<file path="config.mk">
export PLATFORM = sky130hd
export DESIGN_NAME = dscp_phy
export DESIGN_NICKNAME = d
export VERILOG_FILES = /design/src/verilog/dscp_pkg.sv /design/src/verilog/dscp_cable_port.sv /design/src/verilog/dscp_phy.sv
export SDC_FILE = /design/constraint.sdc
export NUM_CORES = 1
export LEC_CHECK = 0
export ABC_AREA = 1
export BUFFER_PORTS_ARGS = -buffer_cell sky130_fd_sc_hd__buf_2
export CORE_UTILIZATION = 45
export CTS_CLUSTER_DIAMETER = 40
export DETAILED_ROUTE_END_ITERATION = 8
export SYNTH_ARGS = -nofsm -noshare
export SYNTH_HDL_FRONTEND = slang
export SYNTH_HIERARCHICAL = 1
export SYNTH_SLANG_ARGS = --single-unit
</file>
<file path="constraint.sdc">
create_clock -name clock -period 3.03 [get_ports clock]
set_input_delay 0.909 -clock clock [delete_from_list [all_inputs] [get_ports clock]]
set_output_delay 0.909 -clock clock [all_outputs]
set_load 0.02 [all_outputs]
</file>
<file path="src/verilog/dscp_pkg.sv">
package dscp_pkg;
	// ----------------------------------------
	// clock plan
	// ----------------------------------------
	// the clock port carries the pll output; every slower rate is a divide of it
	localparam int XTAL_KHZ = 24576;
	localparam int PLL_KHZ = 196608;
	localparam int HALF_KHZ = 98304;
	localparam int LINK_KHZ = 49152;
	localparam int PLL_MULT = PLL_KHZ / XTAL_KHZ;
	localparam int LINK_DIV = PLL_KHZ / LINK_KHZ;
	localparam int HALF_DIV = PLL_KHZ / HALF_KHZ;
	localparam logic [1:0] PHASE_LAST = 2'(LINK_DIV - 1);
	localparam logic [1:0] PHASE_HIGH = 2'(LINK_DIV / 2);
	localparam logic [1:0] HALF_MASK = 2'(HALF_DIV - 1);

	// ----------------------------------------
	// link control line codes
	// ----------------------------------------
	localparam logic [1:0] CTL_IDLE = 2'h0;
	localparam logic [1:0] CTL_STATUS = 2'h1;
	localparam logic [1:0] CTL_RECEIVE = 2'h2;
	localparam logic [1:0] CTL_TRANSMIT = 2'h3;
	localparam logic [1:0] LCTL_IDLE = 2'h0;
	localparam logic [1:0] LCTL_HOLD = 2'h1;
	localparam logic [1:0] LCTL_TRANSMIT = 2'h2;

	// ----------------------------------------
	// modes, speeds, request framing
	// ----------------------------------------
	localparam logic [1:0] STD_1995 = 2'h3;
	localparam logic [1:0] STD_AMEND = 2'h2;
	localparam logic [1:0] SPD_S100 = 2'h0;
	localparam logic [1:0] SPD_S200 = 2'h1;
	localparam logic [2:0] BITS_S100 = 3'h2;
	localparam logic [2:0] BITS_S200 = 3'h4;
	localparam int REQ_BITS = 6;
	localparam logic [2:0] REQ_LAST = 3'(REQ_BITS - 1);
	localparam logic [2:0] REQ_TYPE_REG = 3'h4;
	localparam logic [3:0] DATA_PREFIX = 4'hf;
	localparam logic [3:0] DATA_ZERO = 4'h0;

	// ----------------------------------------
	// cable sense vector layout and quiet times
	// ----------------------------------------
	localparam int SIG_A = 0;
	localparam int SIG_B = 1;
	localparam int SIG_SPD = 2;
	localparam int SIG_BIAS = 3;
	localparam int RX_IDLE_CYC = 16;
	localparam int SETTLE_CYC = 64;

	typedef enum logic [1:0] {
		ST_IDLE = 2'b00,
		ST_GRANT = 2'b01,
		ST_TX = 2'b10,
		ST_RX = 2'b11
	} dscp_state_e;
endpackage

</file>
<file path="src/verilog/dscp_cable_port.sv">
module dscp_cable_port #(
	parameter int IDLE_CYC = dscp_pkg::RX_IDLE_CYC
) (
	input wire logic clock,
	input wire logic reset,
	input wire logic a_cmp_in,
	input wire logic b_cmp_in,
	input wire logic a_speed_in,
	input wire logic b_bias_in,
	input wire logic tx_en,
	input wire logic tx_bit,
	input wire logic tx_bit_stb,
	output logic a_out,
	output logic a_oe,
	output logic b_out,
	output logic b_oe,
	output logic rx_bit,
	output logic rx_stb,
	output logic rx_active,
	output logic connected,
	output logic speed_hi
);
	localparam int IW = $clog2(IDLE_CYC + 1);

	logic [3:0] s1_r, s2_r;
	logic par_r, par_nxt;
	logic rxb_r, rxb_nxt;
	logic rxs_r, rxs_nxt;
	logic [IW-1:0] idle_r, idle_nxt;
	logic dat_r, dat_nxt;
	logic stb_r, stb_nxt;
	logic en_r, en_nxt;
	logic conn_r, conn_nxt;
	logic spd_r, spd_nxt;

	// ----------------------------------------
	// decode and encode
	// ----------------------------------------
	always_comb begin
		par_nxt = s2_r[dscp_pkg::SIG_A] ^ s2_r[dscp_pkg::SIG_B];
		// a change of data xor strobe is the recovered bit clock
		rxs_nxt = (par_nxt != par_r) && !en_r;
		rxb_nxt = rxs_nxt ? s2_r[dscp_pkg::SIG_A] : rxb_r;
		idle_nxt = idle_r;
		if (rxs_nxt) begin
			idle_nxt = IW'(IDLE_CYC);
		end else if (idle_r != '0) begin
			idle_nxt = idle_r - IW'(1);
		end
		en_nxt = tx_en;
		dat_nxt = dat_r;
		stb_nxt = stb_r;
		if (!tx_en) begin
			dat_nxt = 1'b0;
			stb_nxt = 1'b0;
		end else if (tx_bit_stb) begin
			// strobe toggles only when the data bit repeats
			dat_nxt = tx_bit;
			stb_nxt = (tx_bit == dat_r) ? ~stb_r : stb_r;
		end
		conn_nxt = s2_r[dscp_pkg::SIG_BIAS];
		// speed is only sensed between packets, while arbitration runs
		spd_nxt = (idle_r == '0) ? s2_r[dscp_pkg::SIG_SPD] : spd_r;
	end

	always_ff @(posedge clock or posedge reset) begin
		if (reset) begin
			s1_r <= 4'h0;
			s2_r <= 4'h0;
			par_r <= 1'b0;
			rxb_r <= 1'b0;
			rxs_r <= 1'b0;
			idle_r <= '0;
			dat_r <= 1'b0;
			stb_r <= 1'b0;
			en_r <= 1'b0;
			conn_r <= 1'b0;
			spd_r <= 1'b0;
		end else begin
			s1_r <= {b_bias_in, a_speed_in, b_cmp_in, a_cmp_in};
			s2_r <= s1_r;
			par_r <= par_nxt;
			rxb_r <= rxb_nxt;
			rxs_r <= rxs_nxt;
			idle_r <= idle_nxt;
			dat_r <= dat_nxt;
			stb_r <= stb_nxt;
			en_r <= en_nxt;
			conn_r <= conn_nxt;
			spd_r <= spd_nxt;
		end
	end

	assign a_out = stb_r;
	assign b_out = dat_r;
	assign a_oe = en_r;
	assign b_oe = en_r;
	assign rx_bit = rxb_r;
	assign rx_stb = rxs_r;
	assign rx_active = (idle_r != '0);
	assign connected = conn_r;
	assign speed_hi = spd_r;
endmodule

</file>
<file path="src/verilog/dscp_phy.sv">
// Overview of operation
// - clock port carries pll output from crystal
// - divide pll clock to half and quarter
// - quarter clock runs logic, drives link
// - cable bits timed on pll clocks
// - link data latched on link clock
// - serialise at 98.304 or 196.608 Mb/s
// - transmit data on b, strobe on a
// - receiving port transmitters off, receivers on
// - receive data on a, strobe on b
// - decode data-strobe into clock and bits
// - deserialise, resync, deliver to link
// - repeat received bits on other ports
// - pair a common mode picks speed
// - pair b bias means port connected
// - comparator outputs set cable, arbitration state
// - three ports, two transceivers each
// - initialise, arbitrate, monitor port status
// - link lines driven by one side only
// - standard select chooses operating mode
module dscp_phy #(
	parameter int NPORTS = 3,
	parameter int RX_IDLE_CYC = dscp_pkg::RX_IDLE_CYC
) (
	input wire logic clock,
	input wire logic reset,
	output logic link_clock_out,
	input wire logic link_request_in,
	input wire logic [1:0] link_ctrl_lines_in,
	output logic [1:0] link_ctrl_lines_out,
	output logic link_ctrl_lines_oe,
	input wire logic [3:0] link_data_in,
	output logic [3:0] link_data_out,
	output logic link_data_oe,
	input wire logic [1:0] standard_select_pins,
	output logic std_amended,
	input wire logic [NPORTS-1:0] cable_pair_a_in,
	input wire logic [NPORTS-1:0] cable_pair_b_in,
	input wire logic [NPORTS-1:0] cable_pair_a_speed_in,
	input wire logic [NPORTS-1:0] cable_pair_b_bias_in,
	output logic [NPORTS-1:0] cable_pair_a_out,
	output logic [NPORTS-1:0] cable_pair_a_oe,
	output logic [NPORTS-1:0] cable_pair_b_out,
	output logic [NPORTS-1:0] cable_pair_b_oe,
	output logic [NPORTS-1:0] port_connected
);
	localparam int PW = (NPORTS > 1) ? $clog2(NPORTS) : 1;
	localparam int SW = $clog2(dscp_pkg::SETTLE_CYC + 1);

	function automatic logic [2:0] grp_bits(input logic [1:0] spd);
		return (spd == dscp_pkg::SPD_S200) ? dscp_pkg::BITS_S200 : dscp_pkg::BITS_S100;
	endfunction

	// ----------------------------------------
	// state
	// ----------------------------------------
	logic [1:0] phase_r, phase_nxt;
	logic clk_r, clk_nxt;
	logic [8:0] lsync1_r, lsync2_r;
	logic link_request_in_s;
	logic [1:0] ctl_s, std_s;
	logic [3:0] data_s;
	logic tick, std_ok;
	logic [5:0] req_sh_r, req_sh_nxt, req_full;
	logic [2:0] req_cnt_r, req_cnt_nxt;
	logic req_busy_r, req_busy_nxt, req_pend_r, req_pend_nxt;
	logic [1:0] req_speed_r, req_speed_nxt;
	logic [NPORTS-1:0] conn_prev_r;
	logic [SW-1:0] settle_r, settle_nxt;
	dscp_pkg::dscp_state_e state_r, state_nxt;
	logic [1:0] tx_speed_r, tx_speed_nxt;
	logic [3:0] tx_sh_r, tx_sh_nxt;
	logic [2:0] tx_left_r, tx_left_nxt;
	logic tx_stb;
	logic [PW-1:0] rx_port_r, rx_port_nxt, first_port;
	logic found;
	logic [1:0] rx_speed_r, rx_speed_nxt;
	logic [3:0] rx_acc_r, rx_acc_nxt, grp_r, grp_nxt;
	logic [2:0] rx_cnt_r, rx_cnt_nxt;
	logic grp_vld_r, grp_vld_nxt;
	logic [1:0] ctl_out_r, ctl_out_nxt;
	logic [3:0] dat_out_r, dat_out_nxt;
	logic ctl_oe_r, ctl_oe_nxt, dat_oe_r, dat_oe_nxt, amend_r;
	logic [NPORTS-1:0] p_rx_bit, p_rx_stb, p_rx_active, p_conn, p_speed;
	logic [NPORTS-1:0] p_tx_en, p_tx_bit, p_tx_stb;
	logic sel_bit, sel_stb;

	assign link_request_in_s = lsync2_r[8];
	assign ctl_s = lsync2_r[7:6];
	assign data_s = lsync2_r[5:2];
	assign std_s = lsync2_r[1:0];
	// the link samples on its rising edge, mid-way through our four-phase cycle
	assign tick = (phase_r == dscp_pkg::PHASE_LAST);
	assign std_ok = (std_s == dscp_pkg::STD_1995) || (std_s == dscp_pkg::STD_AMEND);
	assign req_full = {req_sh_r[4:0], link_request_in_s};
	assign sel_bit = p_rx_bit[rx_port_r];
	assign sel_stb = p_rx_stb[rx_port_r];
	// s100 sends on every second pll edge (98.304), s200 on every edge
	assign tx_stb = (state_r == dscp_pkg::ST_TX) && (tx_left_r != 3'h0)
		&& ((tx_speed_r == dscp_pkg::SPD_S200)
		|| ((phase_r & dscp_pkg::HALF_MASK) == dscp_pkg::HALF_MASK));

	// ----------------------------------------
	// next-state logic
	// ----------------------------------------
	always_comb begin
		found = 1'b0;
		first_port = '0;
		for (int i = 0; i < NPORTS; i++) begin
			if (!found && p_rx_active[i] && p_conn[i]) begin
				found = 1'b1;
				first_port = PW'(i);
			end
		end
		phase_nxt = tick ? 2'h0 : phase_r + 2'h1;
		clk_nxt = (phase_nxt >= dscp_pkg::PHASE_HIGH);

		req_sh_nxt = req_sh_r;
		req_cnt_nxt = req_cnt_r;
		req_busy_nxt = req_busy_r;
		req_pend_nxt = req_pend_r;
		req_speed_nxt = req_speed_r;
		// serial request: start bit, three type bits, two speed bits, stop
		if (tick) begin
			if (req_busy_r) begin
				req_sh_nxt = req_full;
				req_cnt_nxt = req_cnt_r + 3'h1;
				if (req_cnt_r == dscp_pkg::REQ_LAST) begin
					req_busy_nxt = 1'b0;
				end
			end else if (link_request_in_s) begin
				req_busy_nxt = 1'b1;
				req_cnt_nxt = 3'h0;
			end
		end

		// any connection change restarts a quiet period before arbitration
		settle_nxt = settle_r;
		if (p_conn != conn_prev_r) begin
			settle_nxt = SW'(dscp_pkg::SETTLE_CYC);
		end else if (settle_r != '0) begin
			settle_nxt = settle_r - SW'(1);
		end

		state_nxt = state_r;
		tx_speed_nxt = tx_speed_r;
		tx_sh_nxt = tx_sh_r;
		tx_left_nxt = tx_left_r;
		rx_port_nxt = rx_port_r;
		rx_speed_nxt = rx_speed_r;
		rx_acc_nxt = rx_acc_r;
		rx_cnt_nxt = rx_cnt_r;
		grp_nxt = grp_r;
		grp_vld_nxt = grp_vld_r;
		if (tx_stb) begin
			tx_sh_nxt = {tx_sh_r[2:0], 1'b0};
			tx_left_nxt = tx_left_r - 3'h1;
		end
		case (state_r)
			dscp_pkg::ST_IDLE: begin
				if (found) begin
					// receive starts at once so no leading bit is lost
					state_nxt = dscp_pkg::ST_RX;
					rx_port_nxt = first_port;
					rx_speed_nxt = p_speed[first_port] ? dscp_pkg::SPD_S200
						: dscp_pkg::SPD_S100;
					// the transition that woke us already carries the first bit
					rx_acc_nxt = {3'h0, p_rx_bit[first_port]};
					rx_cnt_nxt = p_rx_stb[first_port] ? 3'h1 : 3'h0;
					grp_vld_nxt = 1'b0;
				end else if (tick && req_pend_r && settle_r == '0) begin
					state_nxt = dscp_pkg::ST_GRANT;
					tx_speed_nxt = req_speed_r;
					req_pend_nxt = 1'b0;
				end
			end
			dscp_pkg::ST_GRANT: begin
				if (tick) begin
					state_nxt = dscp_pkg::ST_TX;
					tx_left_nxt = 3'h0;
				end
			end
			dscp_pkg::ST_TX: begin
				if (tick) begin
					case (ctl_s)
						dscp_pkg::LCTL_TRANSMIT: begin
							// latch a link group; its last old bit left this same edge
							tx_sh_nxt = (tx_speed_r == dscp_pkg::SPD_S200) ? data_s
								: {data_s[3:2], 2'h0};
							tx_left_nxt = grp_bits(tx_speed_r);
						end
						dscp_pkg::LCTL_IDLE: begin
							state_nxt = dscp_pkg::ST_IDLE;
						end
						default: begin
						end
					endcase
				end
			end
			dscp_pkg::ST_RX: begin
				if (sel_stb) begin
					rx_acc_nxt = {rx_acc_r[2:0], sel_bit};
					rx_cnt_nxt = rx_cnt_r + 3'h1;
					if (rx_cnt_r + 3'h1 == grp_bits(rx_speed_r)) begin
						grp_nxt = (rx_speed_r == dscp_pkg::SPD_S200)
							? {rx_acc_r[2:0], sel_bit} : {rx_acc_r[0], sel_bit, 2'h0};
						grp_vld_nxt = 1'b1;
						rx_cnt_nxt = 3'h0;
					end
				end
				if (tick && !p_rx_active[rx_port_r]) begin
					state_nxt = dscp_pkg::ST_IDLE;
				end
			end
			default: begin
				state_nxt = dscp_pkg::ST_IDLE;
			end
		endcase
		// a request that completes while a grant clears the old one is kept
		if (tick && req_busy_r && req_cnt_r == dscp_pkg::REQ_LAST && std_ok
			&& req_full[5:3] < dscp_pkg::REQ_TYPE_REG) begin
			req_pend_nxt = 1'b1;
			req_speed_nxt = req_full[2:1];
		end

		// link lines change only at the link clock boundary
		ctl_out_nxt = ctl_out_r;
		ctl_oe_nxt = ctl_oe_r;
		dat_out_nxt = dat_out_r;
		dat_oe_nxt = dat_oe_r;
		if (tick) begin
			ctl_oe_nxt = 1'b1;
			dat_oe_nxt = 1'b1;
			dat_out_nxt = dscp_pkg::DATA_ZERO;
			case (state_nxt)
				dscp_pkg::ST_GRANT: ctl_out_nxt = dscp_pkg::CTL_TRANSMIT;
				dscp_pkg::ST_TX: begin
					ctl_oe_nxt = 1'b0;
					dat_oe_nxt = 1'b0;
					ctl_out_nxt = dscp_pkg::CTL_IDLE;
				end
				dscp_pkg::ST_RX: begin
					// a group finishing on this edge goes out now rather than being dropped
					ctl_out_nxt = dscp_pkg::CTL_RECEIVE;
					dat_out_nxt = grp_vld_nxt ? grp_nxt : dscp_pkg::DATA_PREFIX;
					grp_vld_nxt = 1'b0;
				end
				default: ctl_out_nxt = dscp_pkg::CTL_IDLE;
			endcase
		end

		for (int i = 0; i < NPORTS; i++) begin
			// the receiving port stays silent, the other connected ports repeat it
			p_tx_en[i] = p_conn[i] && ((state_r == dscp_pkg::ST_TX)
				|| (state_r == dscp_pkg::ST_RX && rx_port_r != PW'(i))
				|| (state_r == dscp_pkg::ST_IDLE && found && first_port != PW'(i)));
			p_tx_bit[i] = (state_r == dscp_pkg::ST_TX) ? tx_sh_r[3]
				: (state_r == dscp_pkg::ST_RX) ? sel_bit : p_rx_bit[first_port];
			p_tx_stb[i] = (state_r == dscp_pkg::ST_TX) ? tx_stb
				: (state_r == dscp_pkg::ST_RX) ? sel_stb : p_rx_stb[first_port];
		end
	end

	always_ff @(posedge clock or posedge reset) begin
		if (reset) begin
			phase_r <= 2'h0;
			clk_r <= 1'b0;
			lsync1_r <= 9'h000;
			lsync2_r <= 9'h000;
			req_sh_r <= 6'h00;
			req_cnt_r <= 3'h0;
			req_busy_r <= 1'b0;
			req_pend_r <= 1'b0;
			req_speed_r <= dscp_pkg::SPD_S100;
			conn_prev_r <= '0;
			settle_r <= SW'(dscp_pkg::SETTLE_CYC);
			state_r <= dscp_pkg::ST_IDLE;
			tx_speed_r <= dscp_pkg::SPD_S100;
			tx_sh_r <= 4'h0;
			tx_left_r <= 3'h0;
			rx_port_r <= '0;
			rx_speed_r <= dscp_pkg::SPD_S100;
			rx_acc_r <= 4'h0;
			rx_cnt_r <= 3'h0;
			grp_r <= 4'h0;
			grp_vld_r <= 1'b0;
			ctl_out_r <= dscp_pkg::CTL_IDLE;
			ctl_oe_r <= 1'b1;
			dat_out_r <= dscp_pkg::DATA_ZERO;
			dat_oe_r <= 1'b1;
			amend_r <= 1'b0;
		end else begin
			phase_r <= phase_nxt;
			clk_r <= clk_nxt;
			lsync1_r <= {link_request_in, link_ctrl_lines_in, link_data_in,
				standard_select_pins};
			lsync2_r <= lsync1_r;
			req_sh_r <= req_sh_nxt;
			req_cnt_r <= req_cnt_nxt;
			req_busy_r <= req_busy_nxt;
			req_pend_r <= req_pend_nxt;
			req_speed_r <= req_speed_nxt;
			conn_prev_r <= p_conn;
			settle_r <= settle_nxt;
			state_r <= state_nxt;
			tx_speed_r <= tx_speed_nxt;
			tx_sh_r <= tx_sh_nxt;
			tx_left_r <= tx_left_nxt;
			rx_port_r <= rx_port_nxt;
			rx_speed_r <= rx_speed_nxt;
			rx_acc_r <= rx_acc_nxt;
			rx_cnt_r <= rx_cnt_nxt;
			grp_r <= grp_nxt;
			grp_vld_r <= grp_vld_nxt;
			ctl_out_r <= ctl_out_nxt;
			ctl_oe_r <= ctl_oe_nxt;
			dat_out_r <= dat_out_nxt;
			dat_oe_r <= dat_oe_nxt;
			amend_r <= (std_s == dscp_pkg::STD_AMEND);
		end
	end

	// ----------------------------------------
	// cable ports
	// ----------------------------------------
	for (genvar g = 0; g < NPORTS; g++) begin : g_port
		dscp_cable_port #(.IDLE_CYC(RX_IDLE_CYC)) u_port (
			.clock(clock),
			.reset(reset),
			.a_cmp_in(cable_pair_a_in[g]),
			.b_cmp_in(cable_pair_b_in[g]),
			.a_speed_in(cable_pair_a_speed_in[g]),
			.b_bias_in(cable_pair_b_bias_in[g]),
			.tx_en(p_tx_en[g]),
			.tx_bit(p_tx_bit[g]),
			.tx_bit_stb(p_tx_stb[g]),
			.a_out(cable_pair_a_out[g]),
			.a_oe(cable_pair_a_oe[g]),
			.b_out(cable_pair_b_out[g]),
			.b_oe(cable_pair_b_oe[g]),
			.rx_bit(p_rx_bit[g]),
			.rx_stb(p_rx_stb[g]),
			.rx_active(p_rx_active[g]),
			.connected(p_conn[g]),
			.speed_hi(p_speed[g])
		);
	end

	assign link_clock_out = clk_r;
	assign link_ctrl_lines_out = ctl_out_r;
	assign link_ctrl_lines_oe = ctl_oe_r;
	assign link_data_out = dat_out_r;
	assign link_data_oe = dat_oe_r;
	assign std_amended = amend_r;
	assign port_connected = p_conn;
endmodule

</file>
# --- Yosys cells after proc, flatten, opt, wreduce, memory -nomap -nowiden ---
# Index checks and enable logic that the tools add are counted.
word_totals:
  n_memories: 0
  latchBits: 0
  mem_bits_ro: 0
  output_inout_bits: 25
  ram_bits: 0
  ff_bits: 140
  in_bits: 23
op_classes:
  n_reduce_logical: 71
  n_shift: 0
  mux: 94
  div: 0
  multipliers: 0
  bitwise_logic: 7
  eq_ne: 34
  n_lt_le_gt_ge: 4
  n_addsub: 8
ops:
  columns: ["cell", "count"]
  rows:
  - ["$mux W1", 42]
  - ["$mux W4", 10]
  - ["$mux W3", 13]
  - ["$mux W5", 6]
  - ["$logic_and A1 B1 Y1", 27]
  - ["$reduce_bool A2 Y1", 10]
  - ["$mux W2", 9]
  - ["$ne A2 B2 Y1 const B", 9]
  - ["$pmux W3 S2", 3]
  - ["$eq A2 B2 Y1 const B", 8]
  - ["$logic_not A5 Y1", 3]
  - ["$reduce_bool A5 Y1", 3]
  - ["$sub A5 B1 Y5 const B", 3]
  - ["$mux W7", 2]
  - ["$bmux W1 S2", 6]
  - ["$reduce_and A2 Y1", 6]
  - ["$reduce_and A3 Y1", 3]
  - ["$eq A2 B1 Y1 const B", 4]
  - ["$logic_or A1 B1 Y1", 8]
  - ["$ne A2 B1 Y1 const B", 4]
  - ["$pmux W2 S4", 1]
  - ["$logic_not A7 Y1", 1]
  - ["$reduce_bool A7 Y1", 1]
  - ["$sub A7 B1 Y7 const B", 1]
  - ["18 further kinds", 35]

# --- Longest topological paths before layout ---
# Gate-level depths: netlist of the first run.
logic_depth:
  depth_word: 19
  depth_mapped: 17
  ltp_nobuf: 17

# --- By module ---
# The synthesis of the first run kept the hierarchy.
by_module_without_submodules:
  columns: ["module", "seq_area_each_um2", "cells_per_inst", "area_each_um2", "n_inst"]
  rows:
  - ["dscp_phy", 1879.3, 413, 3602.2, 1]
  - ["dscp_cable_port", 525.5, 91, 864.6, 3]

# --- Worst setup path before layout of the first run ---
# Ideal clock, no wire load.
synth_timing:
  path_kind: "flip-flop to flip-flop"
  from: "reg g_port[0].u_port.idle_r[0]"
  to: "reg g_port[0].u_port.stb_r"
  path_stages_with_launch: 16
  path_buffers: 0
  synth_period_minus_slack_ns: 2.301
  arrival_time_ns: 2.184
  path_slack_ns: 0.729
  path_cell_list: "dfrtp_1 inv_1 ha_1 nand3_4 nand2_1 nand3_1 inv_1 nor2_1 o211ai_1 nand2_1 o21ai_0 inv_1 nand2_1 nand3_1 nor2_1 nor2_1"
synth_between:
  elab_chain_cells: 18
synth_lines:
  columns: ["element", "line_no", "text"]
  rows:
  - ["start: declaration", "dscp_cable_port.sv:29", "logic [IW-1:0] idle_r, idle_nxt;"]
  - ["start signal: assignment", "dscp_cable_port.sv:85", "idle_r <= idle_nxt;"]
  - ["$reduce_bool A5 Y1 *", "dscp_cable_port.sv:100", "assign rx_active = (idle_r != '0);"]
  - ["via p_rx_active[0]", "dscp_phy.sv:84", "logic [NPORTS-1:0] p_rx_bit, p_rx_stb, p_rx_active, p_conn, p_speed;"]
  - ["$logic_and A1 B1 Y1 *", "dscp_phy.sv:110", "if (!found && p_rx_active[i] && p_conn[i]) begin"]
  - ["$mux W1 *", "dscp_phy.sv:110", null]
  - ["$logic_not A1 Y1", "dscp_phy.sv:110", null]
  - ["$logic_and A1 B1 Y1 (2 in series)", "dscp_phy.sv:110", null]
  - ["$mux W1", "dscp_phy.sv:110", null]
  - ["$logic_not A1 Y1", "dscp_phy.sv:110", null]
  - ["[... 3 more ...]", null, null]
  - ["$bmux W1 S2 *", "dscp_phy.sv:258", ": (state_r == dscp_pkg::ST_RX) ? sel_bit : p_rx_bit[first_port];"]
  - ["$mux W1 (implied by the code) *", "dscp_phy.sv:258", null]
  - ["$mux W1 *", "dscp_phy.sv:258", null]
  - ["$mux W1 *", "dscp_phy.sv:257", "p_tx_bit[i] = (state_r == dscp_pkg::ST_TX) ? tx_sh_r[3]"]
  - ["via p_tx_bit[0]", "dscp_phy.sv:85", "logic [NPORTS-1:0] p_tx_en, p_tx_bit, p_tx_stb;"]
  - ["$eq A1 B1 Y1 *", "dscp_cable_port.sv:59", "stb_nxt = (tx_bit == dat_r) ? ~stb_r : stb_r;"]
  - ["$ne A2 B2 Y1 (no line) *", null, null]
  - ["$reduce_and A2 Y1 (no line) *", null, null]
  - ["end signal: assignment", "dscp_cable_port.sv:87", "stb_r <= stb_nxt;"]
  - ["end: declaration", "dscp_cable_port.sv:31", "logic stb_r, stb_nxt;"]
# The timed path passes the listed nets; every way through them passes the cells marked *. The select of a mux whose other input is x is not followed.
# A chain may end at the register's enable or synchronous reset.

# --- Worst setup path in the final report of the first run ---
# Same ends and word-level chain as after synthesis.

==> impl_metrics.py, run 1 <==
metrics = {
    "grt": {
        "global_route.usage.total": 0.186,
        "grt_start_max_net_pins": 53,
        "global_route.overflow_total": 0,
        "grt_first_pass_wirelength_um": 20500,
        "grt_antenna_before_repair": 0,
        "via_count_of_the_first_global_routing_pass": 4467,
    },
    "floorplan": {
        "rows": 42,
        "dieWidth_um": 119,
        "core-area_mm2": 0.0133,
        "floorplan.io_pins": 48,
        "die-height_um": 119,
        "die-area_mm2": 0.0142,
        "floorplan.initialDensity": 0.464,
    },
    "clocking": {
        "clk_transition_reported_paths_ns": 0.06,
        "tritoncts": "done",
        "cts.path.max_buffers": 2,
        "clock_sink_count": 138,
        "clock_tree.htree_level_count": 4,
        "cts_buffers": 17,
        "cts_hold_repair.buffers": 0,
        "insertion_delay_ns": 0.42,
        "clock_root_buffer": "clkbuf_16",
        "postCtsResizedCells": 0,
        "postCtsSetupBuffers": 0,
    },
    "worst_setup_path": {
        "critPathArrivalTime_ns": 2.83,
        "cp_data_required_time_ns": 3.38,
        "worstRegToRegCells": 17,
        "setup.reg_to_reg.worst_slack_ns": 0.55,
        "worst_r2r_endpoint": "g_port[0].u_port/a_out$_DFFE_PP0P_",
        "r2r-start": "g_port[0].u_port/idle_r[0]$_DFFE_PP0P_",
        "crit_fanout": 8,
        "crit_path_kind": "reg -> reg",
        "worst_setup_path_end_kind": "flop",
        "cp-start-kind": "flop",
    },
    "synth": {
        "synth.cell_area_mm2": 0.00620,
        "mean_area_per_synthesized_cell_um2": 9.03,
        "post_synthesis_cells": 686,
        "syn-num-nets": 724,
        "synth_seq_area_share": 0.558,
        "synth-seq-cells": 138,
        "synthDistinctLibCells": 37,
        "async_reset_ff_frac": 1.00,
        "dominantRegCellSynth": "dfrtp_1",
        "number_of_warnings_issued_by_yosys": 6,
        "synth-edff-count": 0,
    },
    "drt": {
        "routed_via_density": 4.83,
        "drt_iter0_drc": 290,
        "routed-via-count": 4503,
        "drc": 0,
        "total_length_of_routed_wires_um": 11800,
        "firstDrtPassIters": 6,
        "detail_route.wl_per_cell_um": 12.6,
        "route.antenna.remaining_nets": 0,
    },
    "timing": {
        "post-route-period-util": 0.818,
        "timing.final.crit_period_ns": 2.48,
        "setup_repair_after_global_routing_missed_its_margin": "no",
        "timing_max_transition_violations_final": 0,
        "hold_viol": 0,
        "fin_worst_skew_ns": 0.00815,
        "final_setup_violating_endpoints": 0,
        "setup_tns_final_ns": 0,
        "max_freq_mhz": 403,
        "worst_slew_pin_slew_ns": 0.813,
        "post-route-worst-setup-slack_ns": 0.550,
        "worst_slew_margin_rel": 0.458,
        "hold_slack_ns": 0.345,
    },
    "hold_path": {
        "min_delay_worst_endpoint": "lsync2_r[0]$_DFF_PP0_",
        "timing.hold.worst_path_depth": 0,
        "hold_class": "reg -> reg",
        "worst_min_path_start": "lsync1_r[0]$_DFF_PP0_",
    },
    "placed_design": {
        "place_ws_ns": 0.618,
        "gp_routability_congestion": 0.903,
        "portBuffers": 47,
        "dp_cells": 902,
        "place_hpwl_um": 8440,
    },
    "job": {
        "maxCapViolations": 0,
    },
    "power": {
        "fin_total_pwr_w": 0.00717,
        "cellLeakagePower_nw": 3.82,
        "powerDensity_mw_per_mm2": 996,
        "seq_power_share": 0.373,
        "power.share.clock": 0.287,
        "net_switching_power_figure_w": 0.00269,
        "cell_internal_pwr_w": 0.00448,
        "ir_drop_uv": 430,
        "sw_frac_of_total": 0.375,
        "power_frac_comb": 0.340,
    },
    "final_layout": {
        "filler_cell_count": 1202,
        "area.growth.synth_to_final_pct": 16.1,
        "multiInputGateArea_mm2": 0.00223,
        "seq_area_mm2": 0.00346,
        "insertedDiodeCount": 0,
        "final_nets": 783,
        "drive_above_1_share": 0.163,
        "final-instance-count-excl-fill": 932,
    },
    "outcome": {
        "outcome": "finished clean",
    },
}
-- sequential cells by signal, summed over array words and instances, names as in the netlist, 4 cells and up --
signal	count
lsync2_r	9
tx_sh_r	4
g_port.u_port/s2_r	12
g_port.u_port/s1_r	12
g_port.u_port/idle_r	15
settle_r	7
grp_r	4
link_data_out	4
req_sh_r	5
lsync1_r	9
-- layer usage --
layer | track usage | vias up | wire [um]
li1 | - | 2275 | -
met1 | 0.241 | 2088 | 5510
met2 | 0.288 | 110 | 5460
met3 | 0.0532 | 30 | 517
met4 | 0.0844 | 0 | 302
met5 | 0 | - | 0
-- cell type report --
type / count / share of cell area
well taps: 176 / 0.0306
inverters: 118 / 0.0616
multi-input cells: 421 / 0.310
flip-flops and latches: 138 / 0.480
clock inverters: 8 / 0.0167
repair buffers: 49 / 0.0365
clock buffers: 22 / 0.0645
-- Yosys cell counts, types with 3 or more instances --
cell type / n / area [um^2]
nand3_4: 7 / 123
o21ai_0: 33 / 165
o21ai_1: 8 / 40.0
dfrtp_1: 136 / 3400
nor2_2: 5 / 31.3
nand3_1: 40 / 200
o211ai_1: 5 / 37.5
ha_1: 15 / 188
nand4_1: 9 / 56.3
or2_2: 4 / 25.0
nand3_2: 11 / 110
buf_4: 5 / 37.5
nor3_1: 4 / 20.0
inv_2: 4 / 15.0
a21oi_2: 3 / 26.3
inv_1: 114 / 428
nor2_1: 52 / 195
o31ai_1: 3 / 22.5
nand2_1: 181 / 679
xor2_1: 4 / 35.0
nor2_4: 5 / 56.3
a21oi_1: 16 / 80.1
-- placed cells by master (no fill, tap or decap), drive strengths merged, types with 9 or more instances in the layout --
cell type,instances
a21oi,19
o21ai,41
dfrtp,136
nand2,184
clkbuf,22
nand4,9
nor2,63
ha,15
nand3,58
inv,118
buf,49
-- through the flow --
step	util	instance area (um^2)
2_1_floorplan	-	6200
3_3_place_gp	0.495	6610
3_5_place_dp	0.495	6610
4_1_cts	0.539	7190
5_1_grt	0.539	7190
6_report	0.539	7190
-- worst max path at each step --
stage / startpoint / endpoint / cells past startpoint
final: g_port[0].u_port/idle_r[0]$_DFFE_PP0P_ / g_port[0].u_port/a_out$_DFFE_PP0P_ / 17
after global routing: g_port[0].u_port/idle_r[0]$_DFFE_PP0P_ / g_port[0].u_port/a_out$_DFFE_PP0P_ / 17
after CTS: g_port[0].u_port/idle_r[0]$_DFFE_PP0P_ / g_port[0].u_port/a_out$_DFFE_PP0P_ / 17
after detailed placement: g_port[0].u_port/idle_r[0]$_DFFE_PP0P_ / g_port[2].u_port/a_out$_DFFE_PP0P_ / 17
after global placement: g_port[0].u_port/idle_r[0]$_DFFE_PP0P_ / g_port[2].u_port/a_out$_DFFE_PP0P_ / 16
after floorplan: reset / conn_prev_r[0]$_DFF_PP0_ / 1
-- worst max-delay path, stage by stage (launching register included) --
cell	delay, ns
dfrtp_1	0.37
inv_1	0.10
ha_1	0.26
nand3_4	0.14
nand2_1	0.12
nand3_1	0.19
inv_1	0.17
nor2_1	0.06
o211ai_1	0.19
nand2_1	0.10
o21ai_0	0.16
buf_4	0.16
inv_1	0.05
nand2_1	0.05
nand3_1	0.08
nand2_1	0.08
nand2_1	0.05
nor2_1	0.09
-- cell families (layout without fill, tap and decap cells) --
| kind of cell | after synthesis | in the layout | share of synthesized area |
|---|---|---|---|
| AO/OA/AOI/OAI | 77 | 77 | 0.0705 |
| XOR/XNOR | 6 | 6 | 0.00848 |
| adder cells (fa/ha/maj) | 15 | 15 | 0.0303 |
| buffers and inverters | 127 | 197 | 0.0826 |
| flip-flops | 138 | 138 | 0.558 |
| multiplexers | 1 | 1 | 0.00182 |
| AND/OR/NAND/NOR | 322 | 322 | 0.249 |
-- power by group through the flow --
stage               clock network [W]  registers [W]  logic [W]
floorplan                           0        0.00270    0.00185
global placement                    0        0.00268    0.00236
detailed placement                  0        0.00270    0.00243
CTS                           0.00210        0.00267    0.00245
global route                  0.00219        0.00273    0.00278
finish                        0.00206        0.00267    0.00244
(Power assumes the default switching activity.)
==> run 2, diff against run 1 <==
==> constraint.sdc (replaced) <==
create_clock -name clock -period 2.5 [get_ports clock]
set_input_delay 0.75 -clock clock [delete_from_list [all_inputs] [get_ports clock]]
set_output_delay 0.75 -clock clock [all_outputs]
set_load 0.02 [all_outputs]
==> run 2 against run 1 <==
Effect of this change: final cell count increased by 0.54%; sequential cell count unchanged; worst hold slack got worse by 0.11 ns; sequential power increased by 21%; die area unchanged; sequential share of layout area decreased by 1.1 points; global-route usage decreased by 0.26 points; register-to-register slack got worse by 0.29 ns; cell area increased by 2.4%.
==> impl_metrics.py, run 2 (synthesized netlist as in run 1, its figures left out) <==
metrics = {
    "power": {
        "fin_total_pwr_w": 0.00914,
        "powerDensity_mw_per_mm2": 1240,
        "cellLeakagePower_nw": 3.87,
        "ir_drop_uv": 722,
    },
    "worst_setup_path": {
        "worst_r2r_endpoint": "g_port[1].u_port/a_out$_DFFE_PP0P_",
        "crit_path_kind": "reg -> reg",
        "r2r-start": "g_port[0].u_port/idle_r[1]$_DFFE_PP0P_",
        "critical_path.top_delay_family": "simple AND/OR/NAND/NOR gates",
        "crit_chain": "inv_1 -> ha_4 -> nand3_4 -> nand2_2 -> nand2_2 -> nor2_2 -> inv_1 -> o21ai_0 -> o211ai_1 -> nand2_1 -> o21ai_1 -> buf_4 -> inv_1 -> nand2_1 -> nand3_1 -> nand2_1 -> nand2_1 -> nor2_1",
        "critPathMaxStageDelay_ns": 0.37,
        "worst_setup_path_end_kind": "flop",
        "slowest_stage": "dfrtp_1",
        "crit_fanout": 8,
        "cp.buffers_inverters": 4,
        "cp-start-kind": "flop",
        "critPathArrivalTime_ns": 2.59,
        "worstRegToRegCells": 18,
        "cp_data_required_time_ns": 2.85,
        "path_common_cell": "nand2_1",
        "setup.reg_to_reg.worst_slack_ns": 0.26,
    },
    "final_layout": {
        "drive_above_1_share": 0.187,
        "largest_register_ff_count": 15,
        "top_regs": "g_port.u_port/idle_r: 15 flops, g_port.u_port/s1_r: 12 flops, g_port.u_port/s2_r: 12 flops",
        "final-instance-count-excl-fill": 937,
        "most-common-layout-cells": "nand2_1, dfrtp_1, inv_1, nor2_1, buf_2",
        "filler_cell_count": 1209,
        "insertedDiodeCount": 0,
        "final_nets": 786,
        "layout.cells.most_common": "nand2_1",
        "area.growth.synth_to_final_pct": 18.9,
        "top_register": "g_port.u_port/idle_r",
    },
    "drt": {
        "drt_iter0_drc": 180,
        "routed_via_density": 4.87,
        "routed-via-count": 4561,
        "detail_route.wl_per_cell_um": 12.6,
        "firstDrtPassIters": 4,
        "total_length_of_routed_wires_um": 11900,
        "drc": 0,
        "route.antenna.remaining_nets": 0,
    },
    "timing": {
        "setup_tns_final_ns": 0,
        "hold_viol": 0,
        "timing_max_transition_violations_final": 0,
        "post-route-worst-setup-slack_ns": 0.256,
        "worst_slew_pin_slew_ns": 0.789,
        "final_setup_violating_endpoints": 0,
        "timing.final.crit_period_ns": 2.24,
        "fin_worst_skew_ns": 0.00897,
        "worst_slew_margin_rel": 0.474,
        "max_freq_mhz": 446,
        "post-route-period-util": 0.898,
    },
    "floorplan": {
        "die-height_um": 119,
        "floorplan.io_pins": 48,
        "rows": 42,
        "dieWidth_um": 119,
        "floorplan.initialDensity": 0.464,
        "die-area_mm2": 0.0142,
        "core-area_mm2": 0.0133,
    },
    "grt": {
        "global_route.overflow_total": 0,
        "grt_start_max_net_pins": 76,
        "via_count_of_the_first_global_routing_pass": 4494,
        "grt_first_pass_wirelength_um": 20300,
        "global_route.usage.total": 0.183,
        "grt_antenna_before_repair": 0,
    },
    "clocking": {
        "cts.path.max_buffers": 2,
        "cts_buffers": 17,
        "clk_transition_reported_paths_ns": 0.06,
        "clock_tree.htree_level_count": 4,
        "clock_sink_count": 138,
        "tritoncts": "done",
        "postCtsSetupBuffers": 0,
        "insertion_delay_ns": 0.42,
        "clock_root_buffer": "clkbuf_16",
    },
    "placed_design": {
        "dp_cells": 905,
        "gp_routability_congestion": 0.914,
        "portBuffers": 47,
        "place_hpwl_um": 8460,
        "place_ws_ns": 0.0450,
    },
    "hold_path": {
        "hold_class": "in -> async",
    },
    "job": {
        "maxCapViolations": 0,
    },
    "outcome": {
        "outcome": "finished clean",
    },
}
==> run 2: per-stage QoR <==
stage	util	hold WS [ns]	cell area [um^2]
2_1_floorplan	-	0.331	6200
3_3_place_gp	0.497	0.332	6640
3_5_place_dp	0.497	0.336	6640
4_1_cts	0.548	0.219	7310
5_1_grt	0.552	0.240	7360
6_report	0.552	0.235	7360
==> run 2: timing repair <==
item | in CTS | in global routing
gates resized for setup | 1 | 15
pin swaps | 0 | 1
hold buffers | 0 | 0
endpoints found under the setup margin | 1 | 3
==> run 2: metal layers <==
layer	GRT usage	part of all wire	vias to the layer above
met5	0	0	-
met4	0.0945	0.023	0
met3	0.0421	0.042	33
met2	0.290	0.47	97
met1	0.235	0.47	2152
li1	-	-	2279
==> run 2: final cells by class <==
type	count	area [um^2]	area share
Clock inverter	10	186	0.0253
Inverter	118	447	0.0607
Sequential cell	138	3460	0.469
Timing Repair Buffer	52	285	0.0387
Multi-Input combinational cell	421	2290	0.310
Tap cell	176	220	0.0299
Clock buffer	22	484	0.0657
==> run 2: worst max path at each step <==
stage                                         end                                    from  cells after the start
2_1_floorplan  g_port[0].u_port/a_out$_DFFE_PP0P_  g_port[0].u_port/idle_r[0]$_DFFE_PP0P_                     15
3_3_place_gp   g_port[2].u_port/a_out$_DFFE_PP0P_  g_port[0].u_port/idle_r[0]$_DFFE_PP0P_                     16
3_5_place_dp   g_port[2].u_port/a_out$_DFFE_PP0P_  g_port[0].u_port/idle_r[0]$_DFFE_PP0P_                     16
4_1_cts        g_port[2].u_port/a_out$_DFFE_PP0P_  g_port[0].u_port/idle_r[0]$_DFFE_PP0P_                     16
5_1_grt        g_port[0].u_port/a_out$_DFFE_PP0P_  g_port[1].u_port/idle_r[0]$_DFFE_PP0P_                     18
6_report       g_port[1].u_port/a_out$_DFFE_PP0P_  g_port[0].u_port/idle_r[1]$_DFFE_PP0P_                     18
==> run 2: power breakdown <==
| group | leakage, nW | internal (W) | switching (W) |
|---|---|---|---|
| clock | 0.319 | 0.00188 | 0.000935 |
| sequential | 1.70 | 0.00280 | 0.000447 |
| combinational | 1.86 | 0.00109 | 0.00199 |
| total | 3.87 | 0.00577 | 0.00337 |
==> run 3, diff against run 2 <==
--- a/config.mk
+++ b/config.mk
@@ -5,9 +5,8 @@
 export SDC_FILE = /design/constraint.sdc
 export NUM_CORES = 1
 export LEC_CHECK = 0
-export ABC_AREA = 1
 export BUFFER_PORTS_ARGS = -buffer_cell sky130_fd_sc_hd__buf_2
-export CORE_UTILIZATION = 45
+export CORE_UTILIZATION = 25
 export CTS_CLUSTER_DIAMETER = 40
 export DETAILED_ROUTE_END_ITERATION = 8
 export SYNTH_ARGS = -nofsm -noshare
==> run 3 against run 2 <==
Effect of this change: critical path type unchanged; critical endpoint is now link_data_oe$_DFFE_PP1P_; final cell count decreased by 2.1%; largest cell class unchanged; highest routed layer unchanged; utilization decreased by 23 points; cell area increased by 0.85%; via count decreased by 16%; the flow now finishes with violations (setup timing); combinational power increased by 3%; first-iteration DRC count decreased by 17%.
==> impl_metrics.py, run 3 <==
metrics = {
    "outcome": {
        "outcome": "finished, violations left",
        "violations": "setup timing",
    },
    "hold_path": {
        "hold_class": "in -> async",
    },
    "synth": {
        "synth-seq-cells": 138,
        "synth-edff-count": 0,
        "netlist.area_leader.share": 0.583,
        "synth_most_common_cell": "dfrtp_1",
        "synthDistinctLibCells": 56,
        "synth_top_cell_by_area": "dfrtp_1",
        "netlist_top_cells_area": "dfrtp_1, mux2_2, ha_1, mux2i_1, xnor2_1",
        "async_reset_ff_frac": 1.00,
        "synth_seq_area_share": 0.592,
        "number_of_warnings_issued_by_yosys": 6,
        "post_synthesis_cells": 497,
        "synthTopCellsByCount": "dfrtp_1, inv_1, nand2_1, nor2_1, o21ai_0",
        "syn-num-nets": 535,
        "synth.cell_area_mm2": 0.00584,
        "dominantRegCellSynth": "dfrtp_1",
        "mean_area_per_synthesized_cell_um2": 11.7,
    },
    "clocking": {
        "clk_transition_reported_paths_ns": 0.06,
        "cts_buffers": 17,
        "insertion_delay_ns": 0.42,
        "tritoncts": "done",
        "clock_root_buffer": "clkbuf_16",
        "clock_tree.htree_level_count": 4,
        "cts_hold_repair.buffers": 0,
        "cts.path.max_buffers": 2,
        "clock_sink_count": 138,
    },
    "drt": {
        "total_length_of_routed_wires_um": 11600,
        "firstDrtPassIters": 4,
        "drt_iter0_drc": 150,
        "routed_via_density": 4.17,
        "drc": 0,
        "route.antenna.remaining_nets": 0,
        "detail_route.wl_per_cell_um": 12.7,
        "routed-via-count": 3821,
    },
    "worst_setup_path": {
        "worst_setup_path_startpoint": "g_port[1].u_port/idle_r[1]$_DFFE_PP0P_",
        "critPathArrivalTime_ns": 2.95,
        "crit_path_kind": "reg -> reg",
        "crit_fanout": 5,
        "cp_data_required_time_ns": 2.85,
        "r2r-start": "g_port[1].u_port/idle_r[1]$_DFFE_PP0P_",
        "worstRegToRegCells": 10,
        "setup.reg_to_reg.worst_slack_ns": -0.09,
        "worst_setup_path_end_kind": "flop",
        "worst_r2r_endpoint": "link_data_oe$_DFFE_PP1P_",
        "cp-start-kind": "flop",
    },
    "floorplan": {
        "die-height_um": 155,
        "floorplan.io_pins": 48,
        "floorplan.initialDensity": 0.256,
        "dieWidth_um": 155,
        "core-area_mm2": 0.0228,
        "rows": 55,
        "die-area_mm2": 0.0240,
    },
    "final_layout": {
        "layout.cells.most_common": "dfrtp_1",
        "most-common-layout-cells": "dfrtp_1, buf_2, nor2_1, buf_4",
        "utilization": 0.326,
        "final_nets": 629,
        "insertedDiodeCount": 0,
        "area.growth.synth_to_final_pct": 27.2,
        "top_register": "g_port.u_port/idle_r",
        "drive_above_1_share": 0.305,
        "top_regs": "g_port.u_port/idle_r: 15 flops, g_port.u_port/s1_r: 12 flops, g_port.u_port/s2_r: 12 flops",
        "largest_register_ff_count": 15,
    },
    "timing": {
        "worst_slew_margin_rel": 0.611,
        "worst_slew_pin_slew_ns": 0.584,
        "post-route-period-util": 1.04,
        "max_freq_mhz": 385,
        "timing.final.crit_period_ns": 2.59,
        "post-route-worst-setup-slack_ns": -0.0949,
        "setup_repair_after_global_routing_missed_its_margin": "yes",
        "timing_max_transition_violations_final": 0,
        "hold_viol": 0,
        "final_setup_violating_endpoints": 17,
        "fin_worst_skew_ns": 0.0112,
        "setup_tns_final_ns": -0.638,
    },
    "grt": {
        "via_count_of_the_first_global_routing_pass": 3793,
        "grt_antenna_before_repair": 0,
        "global_route.usage.total": 0.106,
        "global_route.overflow_total": 0,
        "grt_first_pass_wirelength_um": 19500,
        "grt_start_max_net_pins": 76,
    },
    "placed_design": {
        "place_hpwl_um": 8110,
        "gp_routability_congestion": 0.777,
        "portBuffers": 47,
    },
    "power": {
        "ir_drop_uv": 555,
        "powerDensity_mw_per_mm2": 1190,
        "cellLeakagePower_nw": 3.42,
    },
    "job": {
        "maxCapViolations": 0,
    },
}
-- run 3: cells by family (layout without fill, tap and decap cells) --
kind of cell / Yosys count / in the layout / synth area share
muxes: 39 / 39 / 0.0737
buffers and inverters: 51 / 158 / 0.0399
and+or+nand+nor: 143 / 143 / 0.133
adders and majority gates: 15 / 15 / 0.0321
xor gates and xnor gates: 22 / 22 / 0.0330
DFF: 138 / 138 / 0.592
AOI/OAI and AO/OA: 89 / 89 / 0.0966
-- run 3: through the flow --
step | power, W | std cells | hold slack [ns] | instance area [um^2] | worst slack [ns]
floorplan | 0.00528 | 497 | 0.331 | 5890 | -0.0686
global placement | 0.00610 | 876 | 0.332 | 6680 | -0.0675
detailed placement | 0.00616 | 876 | 0.335 | 6680 | -0.124
CTS | 0.00871 | 911 | 0.245 | 7290 | -0.0883
global route | 0.00943 | 917 | 0.254 | 7430 | -0.210
finish | 0.00883 | 917 | 0.266 | 7430 | -0.0949
-- run 3: critical path, cell delays in order, from the launching register on --
cell      delay, ns
dfrtp_1        0.38
inv_1          0.06
ha_2           0.17
or4b_4         0.51
a222oi_1       0.40
buf_4          0.23
nand4_4        0.12
a22oi_2        0.27
or2_4          0.19
nor2_1         0.06
a21oi_2        0.13
-- run 3: how the worst max path moves through the flow --
stage	end	slack (ns)
floorplan	link_data_out[0]$_DFFE_PP0P_	-0.07
global placement	link_data_out[0]$_DFFE_PP0P_	-0.07
detailed placement	link_data_out[3]$_DFFE_PP0P_	-0.12
CTS	link_data_out[3]$_DFFE_PP0P_	-0.09
global route	link_data_oe$_DFFE_PP1P_	-0.21
finish	link_data_oe$_DFFE_PP1P_	-0.09
-- run 3: cell type report --
type	count	area [um^2]
Clock buffer	18	439
Tap cell	313	392
Fill cell	2266	15400
Inverter	37	143
Timing Repair Buffer	89	586
Sequential cell	138	3460
Multi-Input combinational cell	308	2280
Clock inverter	14	136
-- run 3: repair_timing --
| action | in CTS | in global routing |
|---|---|---|
| buffers inserted | 3 | 5 |
| pin swaps | 8 | 8 |
| resized for setup | 7 | 27 |
| hold endpoints to repair | 0 | 0 |
| cloned | 0 | 1 |
| endpoints found under the setup margin | 18 | 24 |
-- run 3: power by group --
part	internal (W)	switching, W	leakage (nW)	total, W
clock network	0.00142	0.000997	0.280	0.00241
registers	0.00279	0.000462	1.70	0.00325
logic	0.00154	0.00163	1.45	0.00317
total	0.00574	0.00309	3.42	0.00883
-- run 3: layer usage --
| layer | vias up | track usage | share of wire |
|---|---|---|---|
| li1 | 1878 | - | - |
| met1 | 1874 | 0.139 | 0.49 |
| met2 | 51 | 0.161 | 0.46 |
| met3 | 18 | 0.0311 | 0.030 |
| met4 | 0 | 0.0471 | 0.017 |
| met5 | - | 0 | 0 |
